[src/design/rdv_defs.vh]
`ifndef RDV_DEFS_VH
`define RDV_DEFS_VH
// register indices
`define RDV_REG_CTRL2    8'h02
`define RDV_REG_IRQMASK  8'h03
`define RDV_REG_IRQFLAG  8'h04
`define RDV_REG_STATUS   8'h05
`define RDV_REG_CTRL14   8'h0e
`define RDV_REG_CTRL16   8'h10
`define RDV_REG_CTRL17   8'h11
`define RDV_REG_CTRL18   8'h12
`define RDV_REG_MAXFREQ  8'h16
`define RDV_REG_CHECK    8'h17
`define RDV_REG_VALID    8'h18
// register indices chosen locally
`define RDV_REG_LINE     8'h40
`define RDV_REG_IRQCFG   8'h41
// field positions
`define RDV_BIT_BOTHEDGE 2
`define RDV_BIT_RINGIRQ  7
`define RDV_BIT_POSFLAG  0
`define RDV_BIT_NEGFLAG  1
`define RDV_BIT_ENVFLAG  2
`define RDV_BIT_ONHMON   3
`define RDV_BIT_INDPOL   1
`define RDV_BIT_THRLO    0
`define RDV_BIT_THRHI    4
`define RDV_BIT_FULLWAVE 1
`define RDV_BIT_VALIDEN  7
`define RDV_BIT_OFFHOOK  0
`define RDV_BIT_PWRDOWN  1
`define RDV_BIT_IRQPOL   0
// ring sample codes
`define RDV_SAMPLE_MAX   16'h7fff
`define RDV_SAMPLE_MIN   16'h8000
`define RDV_SAMPLE_MID   16'h04cc
// thresholds in adc codes for 15, 21 and 45 volts
`define RDV_THR_15V      16'h0f00
`define RDV_THR_21V      16'h1500
`define RDV_THR_45V      16'h2d00
// timing
`define RDV_CLK_HZ       40000000
`define RDV_TICK_US      1000
`define RDV_TICK_CYC     ((`RDV_CLK_HZ / 1000000) * `RDV_TICK_US)
`define RDV_ONESHOT_MS   5000
`define RDV_ONESHOT_TICK (`RDV_ONESHOT_MS * 1000 / `RDV_TICK_US)
`endif

[src/design/rdv_ring_detect_validate.v]
// What this block does
// - full-wave bit 0 (default): only voltages above positive threshold count
// - full-wave bit 1: above positive or below negative threshold counts
// - indicator pin active low at reset, active high when polarity bit set
// - unvalidated indicator follows positive, or positive-or-negative, detection
// - positive/negative flags follow thresholds; neither between them
// - envelope flag is retriggerable one-shot of about five seconds
// - off-hook forces the envelope flag to zero
// - masked envelope trigger raises shared interrupt; host clears by writing flag
// - interrupt on envelope rise, or both edges with both-edge bit
// - ring data replaces audio when link up, on-hook, no monitor
// - half-wave samples: min between thresholds, max on positive ring
// - full-wave samples: +1228 between, max positive, min negative
// - sample msb toggles at ring frequency in both modes
// - validator times alternating crossings against low and high frequency limits
// - after check window, validator watches for ring-end timeout
// - delay timer must expire before ring end for valid ring
// - validation enable bit switches validation; sleep needs host clock
// - with validation, envelope status and interrupt show validated rings only
// - interrupt pin follows interrupt flag with configurable polarity
// - validated indicator: envelope if half-wave, plain one-shot if full-wave
// - two threshold select bits choose 15, 21 or 45 volt threshold
//
// The implementer's own choices: the line and interrupt configuration register indices and the strobed register port.
`timescale 1ns/1ps
`include "rdv_defs.vh"
module rdv_ring_detect_validate (
   // clock and reset
   input wire clk,
   input wire rstn,
   // register port
   input wire [7:0] regAddr,
   input wire [7:0] regWdata,
   input wire regWr,
   input wire regRd,
   output reg [7:0] regRdata,
   // digitised ring voltage from the isolation link
   input wire [15:0] ringVoltage,
   input wire ringVoltageValid,
   // audio and transmit stream
   input wire [15:0] txAudio,
   output reg [15:0] txSampleOut,
   // open-drain ring indicator pin
   output reg ringIndicatorOut,
   output reg ringIndicatorOen,
   // shared interrupt pin
   output reg sharedIrqOut
);
   // ------------------------------------------------------------
   // registers
   // ------------------------------------------------------------
   reg bothEdgeIrq, ringIrqMask, ringIrqFlag, onHookMon, indicatorPolarity;
   reg thresholdSelLo, thresholdSelHi, fullWaveEnable, validationEnable;
   reg offHook, linkPowerdown, irqPolarity;
   reg [5:0] maxFreqCount, minFreqTimeout;
   reg [2:0] ringCheckWindow, validDelaySel;
   reg [3:0] ringEndTimeout;
   reg posRingFlag, negRingFlag, ringEnvelopeFlag;
   reg envPrev;
   reg [15:0] sampleHold;
   wire irqEvent;

   // ------------------------------------------------------------
   // threshold compare
   // ------------------------------------------------------------
   reg [15:0] thr;
   // two bits pick one of three levels; hi wins over lo
   always @* begin
      if (thresholdSelHi) begin
         thr = `RDV_THR_45V;
      end else if (thresholdSelLo) begin
         thr = `RDV_THR_21V;
      end else begin
         thr = `RDV_THR_15V;
      end
   end
   // compare the held word, so a link word that changes between valid
   // strobes never counts as a crossing
   wire signed [15:0] sv = sampleHold;
   wire signed [15:0] thrPos = thr;
   wire signed [15:0] thrNeg = -thr;
   wire abovePos = sv > thrPos;
   wire belowNeg = sv < thrNeg;
   // detection depends on rectifier mode
   wire detHit = abovePos | (fullWaveEnable & belowNeg);

   // ------------------------------------------------------------
   // fixed tick, independent of bus activity
   // ------------------------------------------------------------
   reg [15:0] tickCnt;
   reg tick;
   // last count of the divider, cut to the counter width on purpose
   wire [31:0] tickLast = `RDV_TICK_CYC - 1;
   always @(posedge clk) begin
      if (!rstn) begin
         tickCnt <= 16'h0000;
         tick <= 1'b0;
      end else if (tickCnt == tickLast[15:0]) begin
         tickCnt <= 16'h0000;
         tick <= 1'b1;
      end else begin
         tickCnt <= tickCnt + 16'h0001;
         tick <= 1'b0;
      end
   end

   // ------------------------------------------------------------
   // sample capture and polarity flags
   // ------------------------------------------------------------
   always @(posedge clk) begin
      if (!rstn) begin
         sampleHold <= 16'h0000;
         posRingFlag <= 1'b0;
         negRingFlag <= 1'b0;
      end else begin
         if (ringVoltageValid) begin
            sampleHold <= ringVoltage;
         end
         posRingFlag <= abovePos;
         negRingFlag <= belowNeg;
      end
   end

   // ------------------------------------------------------------
   // unqualified one-shot
   // ------------------------------------------------------------
   reg [12:0] oneShotCnt;
   reg oneShot;
   // the span fits in 13 bits; the upper bits are dropped on purpose
   wire [31:0] oneShotLoad = `RDV_ONESHOT_TICK;
   // retriggered by every detection, so a gap shorter than the span
   // keeps the envelope up through a cadence
   always @(posedge clk) begin
      if (!rstn || offHook) begin
         oneShotCnt <= 13'h0000;
         oneShot <= 1'b0;
      end else if (detHit) begin
         oneShotCnt <= oneShotLoad[12:0];
         oneShot <= 1'b1;
      end else if (tick && oneShotCnt != 13'h0000) begin
         oneShotCnt <= oneShotCnt - 13'h0001;
         if (oneShotCnt == 13'h0001) begin
            oneShot <= 1'b0;
         end
      end
   end

   // ------------------------------------------------------------
   // validator
   // ------------------------------------------------------------
   // idle waits for a first crossing, freq checks the spacing of the
   // crossings, end waits for the ring to stop; the delay timer runs
   // inside end, so a short burst never reaches software
   localparam VS_IDLE = 2'h0;
   localparam VS_FREQ = 2'h1;
   localparam VS_END = 2'h2;
   reg [1:0] vState;
   reg lastPolPos; // side of the last crossing
   reg [7:0] intervalTk; // ticks since last crossing
   reg [7:0] checkTk; // ticks spent in tolerance
   reg [7:0] delayTk;
   reg delayDone;
   reg validEnv;
   // crossings count only when they alternate polarity
   wire crossPos = abovePos & ~lastPolPos;
   wire crossNeg = belowNeg & lastPolPos;
   wire crossing = crossPos | crossNeg;
   // interval too long means too low a frequency, too short too high
   wire tooSlow = intervalTk > {2'b00, minFreqTimeout};
   wire tooFast = intervalTk < {2'b00, maxFreqCount};
   // 3-bit and 4-bit fields scale to tick counts of 32 and 16
   wire [7:0] checkSpan = {ringCheckWindow, 5'h00};
   wire [7:0] endSpan = {ringEndTimeout, 4'h0};
   wire [7:0] delaySpan = {validDelaySel, 5'h00};
   always @(posedge clk) begin
      if (!rstn || offHook || !validationEnable) begin
         vState <= VS_IDLE;
         lastPolPos <= 1'b0;
         intervalTk <= 8'h00;
         checkTk <= 8'h00;
         delayTk <= 8'h00;
         delayDone <= 1'b0;
         validEnv <= 1'b0;
      end else begin
         if (crossing) begin
            lastPolPos <= crossPos;
            intervalTk <= 8'h00;
         end else if (tick && intervalTk != 8'hff) begin
            intervalTk <= intervalTk + 8'h01;
         end
         case (vState)
            VS_IDLE: begin
               checkTk <= 8'h00;
               if (crossing) begin
                  vState <= VS_FREQ;
               end
            end
            VS_FREQ: begin
               if ((crossing && tooFast) || tooSlow) begin
                  vState <= VS_IDLE;
               end else if (checkTk >= checkSpan) begin
                  vState <= VS_END;
                  delayTk <= 8'h00;
                  delayDone <= 1'b0;
               end else if (tick) begin
                  checkTk <= checkTk + 8'h01;
               end
            end
            VS_END: begin
               if (tick && !delayDone) begin
                  delayTk <= delayTk + 8'h01;
               end
               if (delayTk >= delaySpan) begin
                  delayDone <= 1'b1;
               end
               if (intervalTk > endSpan) begin
                  vState <= VS_IDLE;
                  validEnv <= 1'b0;
               end else if (delayDone) begin
                  validEnv <= 1'b1;
               end
            end
            default: begin
               vState <= VS_IDLE;
            end
         endcase
      end
   end

   // envelope seen by software and interrupt
   wire envSrc = validationEnable ? validEnv : oneShot;
   // interrupt edge select
   assign irqEvent = (envSrc & ~envPrev) |
      (bothEdgeIrq & ~envSrc & envPrev);

   // ------------------------------------------------------------
   // flags, interrupt, pins, stream
   // ------------------------------------------------------------
   wire indSrc = (validationEnable && !fullWaveEnable) ? validEnv :
      (validationEnable ? oneShot : detHit);
   wire ringOnStream = !linkPowerdown && !offHook && !onHookMon;
   reg [15:0] ringSample;
   // the msb follows the ring polarity in both modes, so software can
   // time ring cycles from the stream alone
   always @* begin
      if (abovePos) begin
         ringSample = `RDV_SAMPLE_MAX;
      end else if (fullWaveEnable && !belowNeg) begin
         ringSample = `RDV_SAMPLE_MID;
      end else begin
         ringSample = `RDV_SAMPLE_MIN;
      end
   end
   always @(posedge clk) begin
      if (!rstn) begin
         envPrev <= 1'b0;
         ringEnvelopeFlag <= 1'b0;
         ringIndicatorOut <= 1'b0;
         ringIndicatorOen <= 1'b1;
         sharedIrqOut <= 1'b0;
         txSampleOut <= 16'h0000;
      end else begin
         envPrev <= envSrc;
         ringEnvelopeFlag <= envSrc & ~offHook;
         // open drain: only the low level is driven; the enable carries
         // the level and the external pull sets the released state
         ringIndicatorOut <= 1'b0;
         ringIndicatorOen <= ~(indSrc ^ indicatorPolarity);
         sharedIrqOut <= ringIrqFlag ^ ~irqPolarity;
         txSampleOut <= ringOnStream ? ringSample : txAudio;
      end
   end

   // ------------------------------------------------------------
   // register writes and reads
   // ------------------------------------------------------------
   // one write port for every control bit; the status index only
   // takes the monitor bit, its ring flags are read only
   always @(posedge clk) begin
      if (!rstn) begin
         bothEdgeIrq <= 1'b0;
         ringIrqMask <= 1'b0;
         ringIrqFlag <= 1'b0;
         onHookMon <= 1'b0;
         indicatorPolarity <= 1'b0;
         thresholdSelLo <= 1'b0;
         thresholdSelHi <= 1'b0;
         fullWaveEnable <= 1'b0;
         validationEnable <= 1'b0;
         maxFreqCount <= 6'h00;
         minFreqTimeout <= 6'h00;
         ringCheckWindow <= 3'h0;
         validDelaySel <= 3'h0;
         ringEndTimeout <= 4'h0;
         offHook <= 1'b0;
         linkPowerdown <= 1'b0;
         irqPolarity <= 1'b0;
         regRdata <= 8'h00;
      end else begin
         if (regWr) begin
            case (regAddr)
               `RDV_REG_CTRL2: bothEdgeIrq <= regWdata[`RDV_BIT_BOTHEDGE];
               `RDV_REG_IRQMASK: ringIrqMask <= regWdata[`RDV_BIT_RINGIRQ];
               `RDV_REG_STATUS: onHookMon <= regWdata[`RDV_BIT_ONHMON];
               `RDV_REG_CTRL14: begin
                  indicatorPolarity <= regWdata[`RDV_BIT_INDPOL];
               end
               `RDV_REG_CTRL16: thresholdSelLo <= regWdata[`RDV_BIT_THRLO];
               `RDV_REG_CTRL17: thresholdSelHi <= regWdata[`RDV_BIT_THRHI];
               `RDV_REG_CTRL18: begin
                  fullWaveEnable <= regWdata[`RDV_BIT_FULLWAVE];
               end
               `RDV_REG_MAXFREQ: maxFreqCount <= regWdata[5:0];
               `RDV_REG_CHECK: begin
                  ringCheckWindow <= regWdata[2:0];
                  ringEndTimeout <= regWdata[6:3];
               end
               `RDV_REG_VALID: begin
                  minFreqTimeout <= regWdata[5:0];
                  validationEnable <= regWdata[`RDV_BIT_VALIDEN];
               end
               `RDV_REG_LINE: begin
                  offHook <= regWdata[`RDV_BIT_OFFHOOK];
                  linkPowerdown <= regWdata[`RDV_BIT_PWRDOWN];
                  validDelaySel <= regWdata[4:2];
               end
               `RDV_REG_IRQCFG: irqPolarity <= regWdata[`RDV_BIT_IRQPOL];
               default: begin
               end
            endcase
         end
         // a new event wins over a clearing write
         if (irqEvent && ringIrqMask) begin
            ringIrqFlag <= 1'b1;
         end else if (regWr && regAddr == `RDV_REG_IRQFLAG &&
                      !regWdata[`RDV_BIT_RINGIRQ]) begin
            ringIrqFlag <= 1'b0;
         end
         if (regRd) begin
            case (regAddr)
               `RDV_REG_CTRL2: regRdata <= {5'h00, bothEdgeIrq, 2'h0};
               `RDV_REG_IRQMASK: regRdata <= {ringIrqMask, 7'h00};
               `RDV_REG_IRQFLAG: regRdata <= {ringIrqFlag, 7'h00};
               `RDV_REG_STATUS: regRdata <= {4'h0, onHookMon,
                  ringEnvelopeFlag, negRingFlag, posRingFlag};
               `RDV_REG_CTRL14: regRdata <= {6'h00, indicatorPolarity, 1'b0};
               `RDV_REG_CTRL16: regRdata <= {7'h00, thresholdSelLo};
               `RDV_REG_CTRL17: regRdata <= {3'h0, thresholdSelHi, 4'h0};
               `RDV_REG_CTRL18: regRdata <= {6'h00, fullWaveEnable, 1'b0};
               `RDV_REG_MAXFREQ: regRdata <= {2'h0, maxFreqCount};
               `RDV_REG_CHECK: regRdata <= {1'b0, ringEndTimeout,
                  ringCheckWindow};
               `RDV_REG_VALID: regRdata <= {validationEnable, 1'b0,
                  minFreqTimeout};
               `RDV_REG_LINE: regRdata <= {3'h0, validDelaySel,
                  linkPowerdown, offHook};
               `RDV_REG_IRQCFG: regRdata <= {7'h00, irqPolarity};
               default: regRdata <= 8'h00;
            endcase
         end else begin
            regRdata <= 8'h00;
         end
      end
   end
endmodule

[config.mk]
export PLATFORM = sky130hd
export DESIGN_NAME = rdv_ring_detect_validate
export DESIGN_NICKNAME = d
export VERILOG_FILES = /design/src/design/rdv_ring_detect_validate.v
export VERILOG_INCLUDE_DIRS = /design/src /design/src/design
export SDC_FILE = /design/constraint.sdc
export NUM_CORES = 1
export LEC_CHECK = 0
export BUFFER_PORTS_ARGS = -buffer_cell sky130_fd_sc_hd__buf_2
export CAP_MARGIN = 20
export CORE_UTILIZATION = 50
export CTS_BUF_LIST = sky130_fd_sc_hd__clkbuf_2
export CTS_CLUSTER_SIZE = 40
export DETAILED_ROUTE_END_ITERATION = 8
export PLACE_DENSITY = 0.8
export SYNTH_ARGS = -nofsm -noshare
export SYNTH_HDL_FRONTEND = slang
export SYNTH_SLANG_ARGS = --single-unit
[constraint.sdc]
create_clock -name clk -period 7.05 [get_ports clk]
set_input_delay 0 -clock clk [delete_from_list [all_inputs] [get_ports clk]]
set_output_delay 0 -clock clk [all_outputs]
set_load 0.05 [all_outputs]
# After elaboration in Yosys (flattened, before gate mapping)

Cells that the tools add are included.

Output and inout port bits: 27
Bits in registers: 140
Logic and storage cells: 186
Input port bits: 53

Add/subtract/negate cells: 6
Equality and inequality tests: 27
Multiplexer cells: 36
Reductions and logical operators: 53
$lt $le $gt $ge: 7
Bitwise logic cells: 19

Operators by type and width:

| kind                    | count |
|---|---|
| $pmux W8 S13            | 1 |
| $eq A8 B5 Y1 const B    | 6 |
| $mux W16                | 3 |
| $mux W8                 | 6 |
| $mux W13                | 3 |
| $pmux W8 S2             | 2 |
| $reduce_and A2 Y1       | 15 |
| $add A8 B1 Y8 const B   | 3 |
| $add A16 B1 Y16 const B | 1 |
| $eq A16 B16 Y1 const B  | 1 |
| $eq A8 B2 Y1 const B    | 2 |
| $eq A8 B3 Y1 const B    | 2 |
| $eq A8 B7 Y1 const B    | 2 |
| $ge A8 B8 Y1            | 2 |
| $gt A16 B16 Y1          | 1 |
| $lt A16 B16 Y1          | 1 |
| $ne A2 B2 Y1 const B    | 8 |
| $neg A16 Y16            | 1 |
| $mux W1                 | 14 |
| $mux W14                | 1 |
| $eq A13 B1 Y1 const B   | 1 |
| $reduce_bool A13 Y1     | 1 |
| $sub A13 B1 Y13 const B | 1 |
| $reduce_and A4 Y1       | 3 |
| 22 further kinds        | 67 |

# Depth between registers and ports, before layout

Depth in word-level cells: 10
Gate-level depth with buffers: 12
Gate-level depth less buffers: 11

# Worst setup path before layout

No wires, ideal clock.

Path kind: register -> register
Start: register thresholdSelHi
End: register checkTk[0]
Cell stages (with the launch flop): 11
Path buffers: 1
Slack: 4402 ps
Period minus slack after synthesis: 2648 ps
Data arrival time: 2528 ps
Cells stage by stage: dfxtp_1 or2_2 ha_1 a211o_1 o211ai_1 a21oi_2 mux2_4 a2111oi_4 buf_6 a21oi_2 mux2_2

Word-level cells in the longest chain between the ends: 9
Elaborated cells between the ends (all ways): 11
Those cells by class: add/sub (1); order compare (2); eq/ne (1); mux (1); bitwise (3); reduce/logical (3)

Ends and longest elaborated chain:

| what                          | RTL line                       | text |
|---|---|---|
| from (decl)                   | rdv_ring_detect_validate.v:53  | `reg thresholdSelLo, thresholdSelHi, fullWaveEnable, validationEnable;` |
| from (signal assigned)        | rdv_ring_detect_validate.v:309 | `` `RDV_REG_CTRL17: thresholdSelHi <= regWdata[`RDV_BIT_THRHI]; `` |
| $mux W14 *                    | rdv_ring_detect_validate.v:69  | `if (thresholdSelHi) begin` |
| $neg A16 Y16                  | rdv_ring_detect_validate.v:81  | `wire signed [15:0] thrNeg = -thr;` |
| $lt A16 B16 Y1                | rdv_ring_detect_validate.v:83  | `wire belowNeg = sv < thrNeg;` |
| $and A1 B1 Y1                 | rdv_ring_detect_validate.v:166 | `wire crossNeg = belowNeg & lastPolPos;` |
| $or A1 B1 Y1 *                | rdv_ring_detect_validate.v:167 | `wire crossing = crossPos \| crossNeg;` |
| $logic_and A1 B1 Y1 *         | rdv_ring_detect_validate.v:199 | `if ((crossing && tooFast) \|\| tooSlow) begin` |
| $logic_or A1 B1 Y1 *          | rdv_ring_detect_validate.v:199 |  |
| $ne A2 B2 Y1 (no line) *      | --                             |  |
| $reduce_and A4 Y1 (no line) * | --                             |  |
| to (signal assigned)          | rdv_ring_detect_validate.v:206 | `checkTk <= checkTk + 8'h01;` |
| to (decl)                     | rdv_ring_detect_validate.v:160 | `reg [7:0] checkTk;` |

Mark *: on every way between the ends. The rest lies on a longest branch, timed or not.
A chain may end at the register's enable or synchronous reset.

# Worst setup path in the final report

Start: register thresholdSelHi
End: register delayTk[2]

Word-level cells in the longest chain between the ends: 9
Elaborated cells between the ends (all ways): 11
Those cells by class: add/sub (1); order compare (2); eq/ne (1); mux (1); bitwise (3); reduce/logical (3)

Ends and longest elaborated chain:

| what                          | RTL line                       | text |
|---|---|---|
| $mux W14 *                    | rdv_ring_detect_validate.v:69  |  |
| $neg A16 Y16                  | rdv_ring_detect_validate.v:81  |  |
| $lt A16 B16 Y1                | rdv_ring_detect_validate.v:83  |  |
| $and A1 B1 Y1                 | rdv_ring_detect_validate.v:166 |  |
| $or A1 B1 Y1 *                | rdv_ring_detect_validate.v:167 |  |
| $logic_and A1 B1 Y1 *         | rdv_ring_detect_validate.v:199 |  |
| $logic_or A1 B1 Y1 *          | rdv_ring_detect_validate.v:199 |  |
| $ne A2 B2 Y1 (no line) *      | --                             |  |
| $reduce_and A4 Y1 (no line) * | --                             |  |
| to (signal assigned)          | rdv_ring_detect_validate.v:211 | `delayTk <= delayTk + 8'h01;` |
| to (decl)                     | rdv_ring_detect_validate.v:161 | `reg [7:0] delayTk;` |

Marks and branches as above.

==> out/qor.csv <==
stage;metric;value;unit
run_status;status;completed;
critical_path;reg2reg_to;delayTk[2];
sta;fmax;0.307;GHz
yosys;synth_area;6700;um2
place;portBuffers;78;
drt;route.detailed.drc;0;
drt;firstDrtPassIters;7;
critical_path;slowest_stage;a2111oi_4;
yosys;async_flop_share;0;%
critical_path;slowest_delay;0.68;ns
yosys;synthCells;788;
critical_path;endpoint_kind;flip-flop;
pwr;powerDensity;171;nW/um2
floorplanning;ios;80;
sta;report.final.hold_viol_count;0;
clock_tree;cts_tree;built;
drt;vias;6603;
clock_tree;cts.path.max_buffers;2;
critical_path;cp_num_cells;9;
global_route;grt_max_degree;70;
critical_path;crit_required;7.65;ns
clock_tree;ctsResizeCount;0;
yosys;synth_top_area_cell;dfxtp_1;
layout;seq_area;2800;um2
floorplanning;row_count;41;
critical_path;startpoint_type;flip-flop;
place;hpwlAfterDp;11.1;mm
place;place_ws;3.92;ns
yosys;synthTopCellsByArea;dfxtp_1, ha_1, a21oi_1;
clock_tree;insertion_delay;0.74;ns
critical_path;r2r_start;thresholdSelHi;
sta;finClkSkew;0.0598;ns
sta;worst_slack;3.80;ns
critical_path;crit_start;thresholdSelHi;
sta;slew_viol_final;0;
drt;postRouteAntennaNets;0;
sta;finalSetupViolations;0;
layout;fin_cells;1140;
global_route;antenna_found_initial;0;
sta;rsz0062_at_grt;no;
critical_path;cp_top_family;compound AO/OA/AOI/OAI gates;
sta;fin_setup_tns;0;ns
critical_path;crit_arrival;3.86;ns
yosys;synth.avg_cell_area;8.50;um2
floorplanning;die_h;118;um
global_route;grtUsageTotal;27.9;%
floorplanning;core;12800;um2
critical_path;worst-path-buf-inv;0;
yosys;synth_top_area_share;41.8;%
yosys;synth_fp_nets;880;
sta;tightest_slew;0.834;ns
place;place.gp.congestion;0.879;
layout;utilization;65.3;%
clock_tree;cts_made_buffers;17;
yosys;synth_xor_area_share;4.45;%
critical_path;path_max_fanout;12;
layout;drive_gt1_share;13.3;%
critical_path;endpoint;delayTk[2];
clock_tree;post-cts-setup-buffer-count;0;
run;max-cap-violations;0;
layout;nets;1048;
pwr;irDropWorstVdd;0.127;mV
yosys;synthDistinctLibCells;69;
global_route;grt_pass1_vias;6522;
critical_path;reg2reg_depth;9;
yosys;seq_area_frac_synth;41.8;%
layout;antenna_cells;0;
sta;max-slew-margin-rel;44.3;%
critical_path;path_class;reg2reg;
sta;hold-worst-slack;0.0753;ns
layout;fill_cells;989;
layout;area_growth;25.1;%
drt;wl;19.3;mm
pwr;p_leak;3.28;nW
yosys;ys_warn_count;0;
critical_path;path_cells;or2_2 -> ha_1 -> a211o_1 -> o211ai_1 -> a21oi_2 -> mux2_4 -> a2111oi_4 -> a21o_1 -> a311oi_2;
layout;multi_input_area;3620;um2
sta;period_minus_slack;3.25;ns
clock_tree;htreeDepth;4;
floorplanning;chipWidth;118;um
yosys;synthAdderAreaFrac;7.28;%
critical_path;r2r_slack;3.80;ns
drt;routedWlPerCell;16.9;um
yosys;synth.mux.area_fraction;3.98;%
clock_tree;clock-sinks;140;
place;dp_cells;1009;
floorplanning;die_area;13900;um2
yosys;synth-seq-cells;140;
yosys;synth-simple-area-share;22.9;%
floorplanning;initial_core_util;52.2;%
drt;via_per_inst;5.79;
clock_tree;root_buffer;clkbuf_2;
global_route;grt_pass1_wl;31.2;mm
clock_tree;cts.clk_slew.worst_paths;0.23;ns
yosys;synth-compound-area-share;15.3;%
drt;drt_iter0_markers;690;
sta;fin_crit_sh;46.1;%
yosys;synth_enable_flop_cells;0;
worst_hold_path;hp-class;in2reg;
yosys;synth_top_family_by_area;simple AND/OR/NAND/NOR gates;
yosys;ys.flop_type;dfxtp_1;
global_route;grt_remaining_overflow;0;
-- repair_timing --
item | 4_1_cts | 5_1_grt
hold buffers | 99 | 0
setup endpoints to repair | 0 | 0
hold endpoints to repair | 97 | 0
-- logic make-up (layout without fill, tap and decap cells) --
logic type | count (synthesis) | after routing
other | 1 | 1
xor gates and xnor gates | 34 | 34
and+or+nand+nor | 318 | 318
AOI/OAI and AO/OA | 159 | 159
buffers and inverters | 71 | 251
muxes | 26 | 26
DFF | 140 | 140
adders and majority gates | 39 | 39
-- power breakdown --
part	switching [mW]	internal (mW)	leakage [nW]
combinational	0.109	0.0812	2.04
clock	0.313	0.0979	0.106
sequential	0.0138	0.814	1.14
-- synthesized netlist by cell type, types with 4 or more instances --
library cell,number
a21o_1,7
dfxtp_1,140
xor2_1,17
inv_1,39
mux2i_1,24
a31oi_1,12
or2_2,4
nand3_1,55
clkbuf_1,26
a32oi_1,5
xnor2_1,17
nor4_1,7
ha_1,39
nor2_1,84
and3_1,10
o21ai_0,18
a22oi_1,6
nand2_1,92
nand2b_1,9
or3_1,4
a21oi_1,71
a211oi_1,4
nor3_1,12
nor2b_1,11
nand4_1,9
o211ai_1,4
a22o_1,4
-- registers in the layout, summed over array words and instances, names as in the netlist, 8 cells and up --
signal and cells:
checkTk 8, delayTk 8, intervalTk 8, oneShotCnt 13, regRdata 8, sampleHold 16, tickCnt 16, txSampleOut 16
-- worst min-delay path, delay by kind of cell --
family        cells  cell delay (ns)
buf+inv           2             0.72
simple gates      1             0.07
-- metal layers --
| metal | wire length, um | global-route usage (%) |
|---|---|---|
| met1 | 7560 | 32.2 |
| met2 | 9280 | 47.0 |
| met3 | 1560 | 6.73 |
| met5 | 0 | 0 |
| met4 | 875 | 16.3 |
-- stage by stage --
| stage | area (um2) | power, mW |
|---|---|---|
| 3_5_place_dp | 7190 | 0.978 |
| 6_report | 8380 | 1.43 |
| 5_1_grt | 8380 | 1.48 |
| 3_3_place_gp | 7190 | 0.976 |
| 2_1_floorplan | 6700 | 0.934 |
| 4_1_cts | 8370 | 1.42 |
-- how the worst min path moves through the flow --
stage	start	endpoint	slack (ns)	depth (start not counted)
floorplan	rstn	ringIndicatorOen	0.06	1
global placement	ringVoltage[5]	sampleHold[5]	0.23	3
detailed placement	ringVoltage[6]	sampleHold[6]	0.24	3
CTS	txAudio[9]	txSampleOut[9]	0.006	4
global route	txAudio[9]	txSampleOut[9]	0.05	4
finish	rstn	ringIndicatorOen	0.08	3
-- area by class of cell --
type,count,area share (%)
Sequential cell,140,33.5
Multi-Input combinational cell,577,43.2
Tap cell,172,2.57
Clock buffer,20,1.19
Clock inverter,11,1.06
Inverter,40,1.79
Timing Repair Buffer,180,16.8
-- cell usage in the layout (no fill, tap or decap), types with 3 or more instances in the layout --
cell / synthesis / routed
nand4_1: 9 / 9
a22o_1: 4 / 4
nor4_1: 7 / 7
nor2b_1: 11 / 11
xor2_1: 17 / 17
buf_4: 1 / 3
nor4b_1: 3 / 3
or3_1: 4 / 4
nor2_1: 84 / 84
xnor2_1: 17 / 17
a22oi_1: 6 / 6
nand3_1: 55 / 55
or2_2: 4 / 4
o211ai_1: 4 / 4
clkbuf_2: 0 / 20
ha_1: 39 / 39
a21oi_1: 71 / 71
and2_1: 3 / 3
clkinvlp_4: 0 / 6
inv_6: 0 / 4
nand2b_1: 9 / 9
mux2i_1: 24 / 24
a21o_1: 7 / 7
dlygate4sd3_1: 0 / 99
buf_2: 1 / 78
o21ai_0: 18 / 18
dfxtp_1: 140 / 140
a211oi_1: 4 / 4
inv_1: 39 / 39
a31oi_1: 12 / 12
and3_1: 10 / 10
nand2_1: 92 / 92
a32oi_1: 5 / 5
and4b_1: 3 / 3
nor3_1: 12 / 12
Note: power is estimated with default switching activity, not from simulation.
